===== config.mk =====
export PLATFORM = sky130hd
export DESIGN_NAME = fce_bank
export DESIGN_NICKNAME = d
export VERILOG_FILES = /design/src/shared/fce_pkg.sv /design/src/rtl/fce_enreg.sv /design/src/rtl/fce_bank.sv
export VERILOG_INCLUDE_DIRS = /design/src /design/src/shared
export SDC_FILE = /design/constraint.sdc
export NUM_CORES = 1
export LEC_CHECK = 0
export BUFFER_PORTS_ARGS = -buffer_cell sky130_fd_sc_hd__buf_2
export CAP_MARGIN = 20
export CORE_MARGIN = 1.5
export CORE_UTILIZATION = 49
export CTS_CLUSTER_DIAMETER = 30
export DETAILED_ROUTE_END_ITERATION = 7
export GPL_ROUTABILITY_DRIVEN = 0
export PLACE_DENSITY = 0.78
export SLEW_MARGIN = 15
export SYNTH_ARGS = -nofsm -noshare
export SYNTH_HDL_FRONTEND = slang
export SYNTH_SLANG_ARGS = --single-unit
export TNS_END_PERCENT = 30

===== constraint.sdc =====
create_clock -name mclk -period 2.1 [get_ports mclk]
set_clock_uncertainty 0.1 [all_clocks]
set_input_delay 0.21 -clock mclk [delete_from_list [all_inputs] [get_ports mclk]]
set_output_delay 0.21 -clock mclk [all_outputs]
set_load 0.005 [all_outputs]

===== src/shared/fce_consts.svh =====
// Register offsets, field positions, reset values for the fault check and alert enable bank
`ifndef FCE_CONSTS_SVH
`define FCE_CONSTS_SVH

// ============================================================
// Register offsets
`define FCE_ADDR_NOTIFY_EN      8'h19
`define FCE_ADDR_HIGH_EN        8'h1A
`define FCE_ADDR_LOW_EN         8'h1B
`define FCE_ADDR_AUX_COLD_EN    8'h1C

// ============================================================
// Reset values
`define FCE_RST_NOTIFY_EN       16'hBFFF
`define FCE_RST_HIGH_EN         16'h0000
`define FCE_RST_LOW_EN          16'h0000
`define FCE_RST_AUX_COLD_EN     4'h0

// ============================================================
// Field positions in the notify and high/low enable registers, and cell and aux field widths
`define FCE_BIT_SCAN            15
`define FCE_BIT_PACKET          5
`define FCE_BIT_CS              15
`define FCE_BIT_BLOCK           14
`define FCE_CELLS               14
`define FCE_AUX                 4
`define FCE_NOTIFY_USED         16'hBFFF

`endif


===== src/shared/fce_pkg.sv =====
// Types shared by the fault check and alert enable bank
package fce_pkg;

	// ============================================================
	// Register bus request
	typedef struct packed {
		logic [7:0]  addr;
		logic [15:0] wdata;
		logic        wr;
		logic        rd;
	} fce_bus_req_t;

	// ============================================================
	// Per-channel check enables handed to the scan engine
	typedef struct packed {
		logic        cs_high;
		logic        block_high;
		logic [13:0] cell_high;
		logic        cs_low;
		logic        block_low;
		logic [13:0] cell_low;
		logic [3:0]  aux_cold;
	} fce_check_en_t;

	// ============================================================
	// Flag clear pulses when an enable bit falls
	typedef struct packed {
		logic        cs_high;
		logic        block_high;
		logic [13:0] cell_high;
		logic        cs_low;
		logic        block_low;
		logic [13:0] cell_low;
		logic [3:0]  aux_cold;
	} fce_flag_clr_t;

endpackage


===== src/rtl/fce_enreg.sv =====
// One writable enable register with fall-edge clear pulses
`timescale 1ns/10ps
`default_nettype none

module fce_enreg #(
	parameter int          W     = 16,
	parameter logic [W-1:0] RST  = '0
) (
	input  wire logic         mclk,
	input  wire logic         reset_n,
	input  wire logic         wr_en,
	input  wire logic [W-1:0] wdata,
	output logic      [W-1:0] value,
	output logic      [W-1:0] fell
);

	logic [W-1:0] value_reg;
	logic [W-1:0] value_next;
	logic [W-1:0] fell_reg;

	// ============================================================
	// Next value and falling bits
	assign value_next = wr_en ? wdata : value_reg;

	// Fell pulse lasts one cycle after the write that cleared the bit
	always_ff @(posedge mclk) begin
		if (!reset_n) begin
			value_reg <= RST;
			fell_reg  <= '0;
		end else begin
			value_reg <= value_next;
			fell_reg  <= value_reg & ~value_next;
		end
	end

	assign value = value_reg;
	assign fell  = fell_reg;

endmodule

`default_nettype wire


===== src/rtl/fce_bank.sv =====
// Fault check enables and alert notification gating
`timescale 1ns/10ps
`default_nettype none

`include "fce_consts.svh"

module fce_bank (
	input  wire logic                 mclk,
	input  wire logic                 reset_n,
	input  wire logic [7:0]           reg_addr,
	input  wire logic [15:0]          reg_wdata,
	input  wire logic                 reg_wr,
	input  wire logic                 reg_rd,
	output logic      [15:0]          reg_rdata,
	input  wire logic [15:0]          primary_status_reg,
	input  wire logic                 scan_active,
	input  wire logic [3:0]           aux_two_wire_mode,
	input  wire logic [3:0]           aux_pin_io_mode,
	output fce_pkg::fce_check_en_t    check_en,
	output fce_pkg::fce_flag_clr_t    flag_clr,
	output logic      [15:0]          primary_status_view,
	output logic                      alert_pin,
	output logic                      chain_status_alert,
	output logic                      alert_packet_flag,
	output logic                      spi_alert_bit
);

	// ============================================================
	// Bus request bundle and address decode
	fce_pkg::fce_bus_req_t req;
	assign req = '{addr: reg_addr, wdata: reg_wdata, wr: reg_wr, rd: reg_rd};

	wire hit_notify = req.addr == `FCE_ADDR_NOTIFY_EN;
	wire hit_high   = req.addr == `FCE_ADDR_HIGH_EN;
	wire hit_low    = req.addr == `FCE_ADDR_LOW_EN;
	wire hit_aux    = req.addr == `FCE_ADDR_AUX_COLD_EN;

	// ============================================================
	// Enable registers
	logic [15:0] notify_en;
	logic [15:0] high_en;
	logic [15:0] low_en;
	logic [3:0]  aux_en;
	logic [15:0] high_fell;
	logic [15:0] low_fell;
	logic [3:0]  aux_fell;

	// Unused notify bit 14 is forced to zero so it reads back as zero
	fce_enreg #(.W(16), .RST(`FCE_RST_NOTIFY_EN)) u_notify (
		.mclk    (mclk),
		.reset_n (reset_n),
		.wr_en   (req.wr & hit_notify),
		.wdata   (req.wdata & `FCE_NOTIFY_USED),
		.value   (notify_en),
		.fell    ()
	);

	// Reset to zero: no check runs until software asks for it
	fce_enreg #(.W(16), .RST(`FCE_RST_HIGH_EN)) u_high (
		.mclk    (mclk),
		.reset_n (reset_n),
		.wr_en   (req.wr & hit_high),
		.wdata   (req.wdata),
		.value   (high_en),
		.fell    (high_fell)
	);

	fce_enreg #(.W(16), .RST(`FCE_RST_LOW_EN)) u_low (
		.mclk    (mclk),
		.reset_n (reset_n),
		.wr_en   (req.wr & hit_low),
		.wdata   (req.wdata),
		.value   (low_en),
		.fell    (low_fell)
	);

	// Aux bits keep the value written, whatever the pin mode
	fce_enreg #(.W(4), .RST(`FCE_RST_AUX_COLD_EN)) u_aux (
		.mclk    (mclk),
		.reset_n (reset_n),
		.wr_en   (req.wr & hit_aux),
		.wdata   (req.wdata[3:0]),
		.value   (aux_en),
		.fell    (aux_fell)
	);

	// ============================================================
	// Read port: data one cycle after the strobe, zero elsewhere
	logic [15:0] rdata_reg;
	logic [15:0] rdata_next;
	wire  [15:0] rd_mux = hit_notify ? notify_en :
	                      hit_high   ? high_en :
	                      hit_low    ? low_en :
	                      hit_aux    ? {12'h000, aux_en} : 16'h0000;
	assign rdata_next = req.rd ? rd_mux : 16'h0000;

	always_ff @(posedge mclk) begin
		if (!reset_n) begin
			rdata_reg <= 16'h0000;
		end else begin
			rdata_reg <= rdata_next;
		end
	end
	assign reg_rdata = rdata_reg;

	// ============================================================
	// Check enables, qualified by scan activity
	wire [3:0] aux_usable = ~aux_pin_io_mode & ~{2'b00, aux_two_wire_mode[1:0]};

	assign check_en.cs_high    = scan_active & high_en[`FCE_BIT_CS];
	assign check_en.block_high = scan_active & high_en[`FCE_BIT_BLOCK];
	assign check_en.cell_high  = {`FCE_CELLS{scan_active}} & high_en[13:0];
	assign check_en.cs_low     = scan_active & low_en[`FCE_BIT_CS];
	assign check_en.block_low  = scan_active & low_en[`FCE_BIT_BLOCK];
	assign check_en.cell_low   = {`FCE_CELLS{scan_active}} & low_en[13:0];
	assign check_en.aux_cold   = {`FCE_AUX{scan_active}} & aux_en & aux_usable;

	// ============================================================
	// Clear pulses to the flag owners when an enable falls
	assign flag_clr.cs_high    = high_fell[`FCE_BIT_CS];
	assign flag_clr.block_high = high_fell[`FCE_BIT_BLOCK];
	assign flag_clr.cell_high  = high_fell[13:0];
	assign flag_clr.cs_low     = low_fell[`FCE_BIT_CS];
	assign flag_clr.block_low  = low_fell[`FCE_BIT_BLOCK];
	assign flag_clr.cell_low   = low_fell[13:0];
	assign flag_clr.aux_cold   = aux_fell;

	// ============================================================
	// Notification gating
	// Status passes through unmasked so software always sees raw data
	assign primary_status_view = primary_status_reg;

	wire [15:0] gated = primary_status_reg & notify_en;

	// Byte excludes packet alert and scan alert; pin takes scan alert too
	wire [15:0] byte_mask = ~(16'h0001 << `FCE_BIT_PACKET) & ~(16'h0001 << `FCE_BIT_SCAN);
	wire [15:0] pkt_mask  = ~(16'h0001 << `FCE_BIT_SCAN);

	assign alert_pin          = |gated;
	assign chain_status_alert = |(gated & byte_mask);
	assign alert_packet_flag  = |(gated & pkt_mask);
	assign spi_alert_bit      = |(gated & pkt_mask);

endmodule

`default_nettype wire


==> summary.md, run 1 <==
The count of nets left with antenna violations once routing finished came out at 0. Classification of the worst setup path: flop to primary output. Dividing the detail-routed via count by the number of cells gives 5.64. TritonCTS built the clock tree. The vertical extent of the die was 98.0 um. The tools report the initial core utilization as 50.7%.

Setup repair after global routing left no endpoint under its margin. The relative max-transition margin came out at 53.8%. The number of antenna repair diodes was 0; the clock buffer count from CTS was 9. The synthesized netlist contains 40 unique library cells. Entering global routing, the biggest net connects 73 pins. The worst path needs 1.89 ns of the cycle, external delays included.

The number of top-level pins was 161; the achievable clock frequency was 530 MHz. The run gives 0 as the count of unresolved DRC violations after routing. In this run the most critical hold path is launched from reg_wdata[3]. Counting flops with a built-in enable in the synthesized netlist gives 0. The cell with the largest stage delay on the worst path was dfxtp_1.

For this run, the number of Yosys warnings is 0. Clock-pin slew was measured on the worst setup and hold paths at 0.10 ns. Across the run, the number of max-cap violations was 0. The width of the die was 98.0 um; the instance count after placement with tap cells included was 705.

The die footprint is 9600 sq um. Summed over all cells, the static leakage comes to 0.00258 uW. Summing every instance area after synthesis gives 4420 sq um.

The tools report the final setup violation count as 0. The run finished with clean final reports. The synthesized area divided by synthesized cell count was 9.33 sq um. After filler insertion, the fill cell instance count of the layout stands at 707.

For this run, the post-layout net count is 675. The share of layout cells above drive strength 1 is 33.7%. The cell family with the largest share of critical-path delay was flip-flops. For the pin with the worst max-slew slack, the measured transition is 0.693 ns. The source-to-sink clock delay at the later pin of the worst-skew pair came out at 0.38 ns. The total power draw came out at 3610 uW.

CTS built an H-tree with a depth of 3. Counting every sink on the clock net gives 103. The number of placement rows is 34.

Global-route congestion overflow total: 0. The commonest register cell after synthesis is dfxtp_1. The largest incremental delay on the critical path is 0.36 ns. Final-report max-slew violation count: 0.

STA puts the critical path data arrival time at 1.58 ns. Via count of the first global-routing pass: 3,895. The tools report the cell at the root of the clock tree as clkbuf_8. STA classifies the critical path startpoint as a flop.

The worst register-to-register path begins at u_high.value[1]$_SDFF_PN0_. In this run the worst setup path begins at u_notify.value[2]$_SDFFE_PN1P_. Accumulated negative setup slack: 0 ns. Synthesized netlist net count: 527.

Synthesized flop and latch total: 103. In this run the tool buffered the top-level ports with 156 buffer cells. The run gives 474 as the cell count after synthesis. Of the available clock period, the critical path in the final layout requires 89.8%. The floorplan step defined a core boundary enclosing 8720 sq um. After detailed routing, the average wire length per cell comes to 17.8 um. The first detailed-routing pass ran for 6 iterations.

The first-pass GRT wire length is 20,200 um. Summing all non-filler instances in the final layout gives an area of 5590 sq um. Walking the worst path, the cells encountered are a222oi_1, and3_1, nand3_1, buf_2.

The via total after detailed routing was 4,144; the fraction of registers with async set or reset after synthesis was 0%. The longest clock path from root to sink contains 2 buffers. The placed instances occupy a cell area of 5230 sq um. Along the worst path, the maximum fanout reaches 3. For the data required time of the worst path, the log shows 1.79 ns. The tools report the post-layout instance count excluding filler cells as 735.

The classification of the worst-slack hold path is input port to flop. STA classifies the critical path endpoint as a primary output. Peak supply drop: 0.365 mV. Once detailed placement completed, the half-perimeter wirelength came to 9190 um. The proportion of synthesized chip area in sequential cells was 46.6%; the area growth from synthesis to layout was 26.3%.

For the initial antenna violation count, the log shows 0. Power spread over the standard cell area amounts to 646 nW/um^2. The count of buffer and inverter cells on the critical path was 1; the number of violations reported at the end of detailed-routing iteration 0 was 331. The number of endpoints with negative hold slack in the final report is 0. In the global route stage, overall resource usage came out at 26.7%. After detailed routing, the total wire length is 13,100 um.
## per-stage QoR
step | setup WS, ns | hold WS [ns] | utilization, %
after floorplan | 0.186 | 0.181 | -
after global placement | 0.101 | 0.316 | 59.9
after detailed placement | 0.0781 | 0.320 | 59.9
after CTS | 0.189 | 0.00313 | 64.1
after global routing | 0.115 | 0.00322 | 64.1
final | 0.213 | 0.00288 | 64.1
## routing by layer
metal  share of wire (%)  track usage (%)  wire, um
met2                  47             42.4      6120
met4                 2.1             9.01       281
met1                  43             36.8      5620
met3                 8.3             4.80      1090
met5                   0                0         0
## worst paths after layout
| check | to | slack [ns] | cells past startpoint |
|---|---|---|---|
| hold / removal | u_low.fell[3]$_SDFF_PN0_ | 0.003 | 2 |
| setup / recovery | alert_packet_flag | 0.21 | 4 |
| setup reg to reg | reg_rdata[1]$_SDFF_PN0_ | 0.75 | 3 |
| hold reg to reg | u_low.value[8]$_SDFF_PN0_ | 0.39 | 2 |
## what timing repair did
| action | 4_1_cts | 5_1_grt |
|---|---|---|
| endpoints found under the setup margin | 0 | 0 |
| gates resized for setup | 0 | 0 |
| setup buffers | 0 | 0 |
| hold endpoints to repair | 26 | 0 |
| hold buffers | 14 | 0 |
## cells in the final DEF, fill, tap and decap left out, types with 11 or more instances in the layout
| cell | instances |
|---|---|
| a21oi_1 | 19 |
| and2_1 | 33 |
| buf_4 | 20 |
| nor2_1 | 13 |
| nand2_1 | 74 |
| inv_1 | 16 |
| dlygate4sd3_1 | 14 |
| a2111oi_0 | 11 |
| dfxtp_1 | 103 |
| nor3b_1 | 22 |
| mux2i_1 | 37 |
| buf_2 | 156 |
## logic make-up after synthesis
| kind of cell | count (synthesis) | share of synthesized area [%] |
|---|---|---|
| muxes | 37 | 8.37 |
| buffers and inverters | 70 | 7.75 |
| DFF | 103 | 46.6 |
| AOI/OAI and AO/OA | 66 | 10.8 |
| and+or+nand+nor | 198 | 26.5 |
## worst register-to-register path, stage by stage, from the launching register on
cell and delay (ns):
dfxtp_1 0.35, or3b_2 0.46, o211a_1 0.23, o21a_1 0.11
## report_power, final
| group | switching [uW] | internal, uW | total, uW |
|---|---|---|---|
| sequential | 1.61 | 1950 | 1960 |
| clock | 704 | 682 | 1390 |
| combinational | 160 | 107 | 266 |
## final cells by class
cell class / instances / area [sq um] / share of cell area (%)
Multi-Input combinational cell: 301 / 2020 / 36.1
Clock buffer: 10 / 128 / 2.28
Tap cell: 108 / 135 / 2.42
Inverter: 16 / 60.1 / 1.08
Timing Repair Buffer: 191 / 1090 / 19.5
Sequential cell: 103 / 2060 / 36.9
Clock inverter: 6 / 92.6 / 1.66
## cell usage after synthesis (all sizes together) (6+ instances only)
cell,instances,share of area [%]
a21oi,19,2.1
nand3b,9,1.5
buf,26,4.0
o221ai,8,1.6
nand2,74,6.3
mux2i,37,8.4
a2111oi,11,2.2
inv,16,1.4
o21ai,6,0.68
nand3,8,0.91
nor3b,32,6.6
nor2,13,1.1
and2,33,4.7
clkbuf,28,2.4
o31a,6,1.2
dfxtp,103,47
Note: power is estimated with default switching activity, not from simulation.
==> run 2, diff against run 1 <==
- CTS_CLUSTER_SIZE: unset -> 25
- PLACE_DENSITY: 0.78 -> unset
- PLACE_DENSITY_LB_ADDON: unset -> 0.15
==> summary.md, run 2 (synthesis gave the netlist of run 1 again) <==
At the later pin of the worst-skew pair, clock insertion delay measures 0.36 ns. The tools report the maximum clock insertion buffer count as 2. The path class of the tightest hold or removal check is input port to flop. The worst path meets setup with 0.222 ns of slack.

The final route contains 4,008 vias. For the number of search-and-repair iterations in the first detailed-routing pass, the log shows 5. The most frequent standard cell in the layout excluding fill and tap cells is buf_2. The average routed wire per standard cell was 17.0 um; the initial antenna violation count was 0. The worst setup path is captured at a primary output. The logs give 0.00257 uW for the leakage power and 0.423 mV for the peak supply drop. The via count of the first global-routing pass is 3,842. For flop-to-flop paths, the worst setup slack is 0.74 ns. Setup violations remaining at the end of the flow were counted as 0. Leaving out fill and tap cells, the most frequent cells in the layout are 156 x buf_2, 103 x dfxtp_1, 74 x nand2_1, 37 x mux2i_1, 33 x and2_1.

The classification of the worst setup path is flop to primary output. For this design, the sink count on the clock tree is 103. Clock period minus final worst setup slack: 1.88 ns.

The clock buffer count from CTS was 9; the maximum level of the CTS H-tree was 3. The transition time at the pin with the least slew margin was 0.669 ns. The total overflow left after global routing is 0. For the data required time of the worst path, the log shows 1.79 ns. The post-route antenna net violation count was 0. Achievable clock frequency: 532 MHz. The area growth from synthesis to layout is 26.4%. For this design the top-level I/O count stands at 161. The count of buffers added on input and output ports is 156.

The tool flagged a number of max-cap violations equal to 0. The number of endpoints with negative hold slack in the final report came out at 0. The flow ran to the end, and the final reports show no timing, DRC or antenna violations. The clock edge transition at the registers on the reported setup and hold paths was 0.10 ns. TritonCTS built the clock tree. The number of placement rows is 34, and the pin count of the biggest net entering global routing is 70.

Using the TritonRoute via totals, the vias-per-cell ratio works out to 5.46. The final-report max-slew violation count was 0. The multi-input logic area is 2020 sq um. The endpoint arrival time on the critical path is 1.57 ns, and the share of layout cells above drive strength 1 is 33.5%. The worst path uses 89.4% of the clock period. For this run, design rule violations remaining after detail routing come to 0. The tools report the final wirelength as 12,500 um. In this run the worst path has a maximum fanout of 3. Setup repair after global routing left no endpoint under its margin. Before CTS, the worst setup slack after placement is 0.117 ns. The floorplan step defined a die boundary enclosing 9600 sq um. Summing all flip-flop and latch instances after layout gives 2060 sq um. The total area inside the core boundary comes to 8720 sq um. Dividing total power by cell area gives a power density of 642 nW/um^2.

The number of antenna repair diodes came out at 0. The detailed placer's ending HPWL is 8720 um, and the initial core utilization is 50.7%. The net count of the finished layout is 674. Headroom to the max-slew limit came out at 55.4%. The logs give 299 for the number of violations reported at the end of detailed-routing iteration 0 and 0 ns for the accumulated negative setup slack. Post-cts resize count: 0. The tools report the cell at the root of the clock tree as clkbuf_8. Measured along the y axis, the die boundary spans 98.0 um.

Measured along the x axis, the die boundary spans 98.0 um. The logs give 26.0% for the aggregate global-route resource usage and 757 for the count of filler cells inserted in the layout. STA classifies the critical path startpoint as a flop.

The first global-routing pass estimated 19,700 um of wire.
run 2: layout make-up:
cell class,count,area share (%)
clock buffer,10,2.28
clock inverter,6,1.61
inverter,16,1.07
multi-input combinational,301,36.1
sequential,103,36.9
tap,108,2.42
timing repair buffer,190,19.6
run 2: final timing paths:
kind                                  start                         end  cells after the start
max          u_notify.value[2]$_SDFFE_PN1P_               spi_alert_bit                      4
min reg2reg      u_low.value[10]$_SDFF_PN0_  u_low.value[10]$_SDFF_PN0_                      2
max reg2reg      u_high.value[0]$_SDFF_PN0_     reg_rdata[0]$_SDFF_PN0_                      3
min                            reg_wdata[3]    u_low.fell[3]$_SDFF_PN0_                      2
run 2: per-stage QoR:
step / cell area [sq um] / std cells / hold WS [ns] / total power [uW] / utilization [%]
CTS: 5590 / 734 / 0.00581 / 3600 / 64.1
global route: 5590 / 734 / 0.0103 / 3710 / 64.1
finish: 5590 / 734 / 0.0226 / 3590 / 64.1
global placement: 5230 / 704 / 0.314 / 2240 / 60.0
floorplan: 4420 / 474 / 0.181 / 2140 / -
detailed placement: 5230 / 704 / 0.320 / 2240 / 60.0
run 2: worst max-delay path: stages, from the launching register on:
cell and delay (ns):
dfxtp_1 0.36, a222oi_1 0.34, and3_1 0.26, nand3_1 0.11, buf_2 0.14
run 2: metal layers:
layer / track usage, % / routed length, um / vias up / share of wire [%]
met2: 40.2 / 5700 / 185 / 46
met1: 36.7 / 5690 / 1890 / 46
met4: 9.12 / 163 / 0 / 1.3
met5: 0 / 0 / - / 0
met3: 4.37 / 923 / 17 / 7.4
li1: - / - / 1916 / -
run 2: power by group:
group / internal (uW) / switching [uW] / leakage (uW) / total [uW]
Combinational: 108 / 159 / 0.00163 / 267
Sequential: 1950 / 1.53 / 0.000830 / 1960
Clock: 679 / 687 / 0.000107 / 1370
Total: 2740 / 847 / 0.00257 / 3590
run 2: timing repair:
item                       CTS  global route
hold endpoints to repair    27             0
setup buffers                0             0
setup endpoints to repair    0             0
hold buffers                14             0
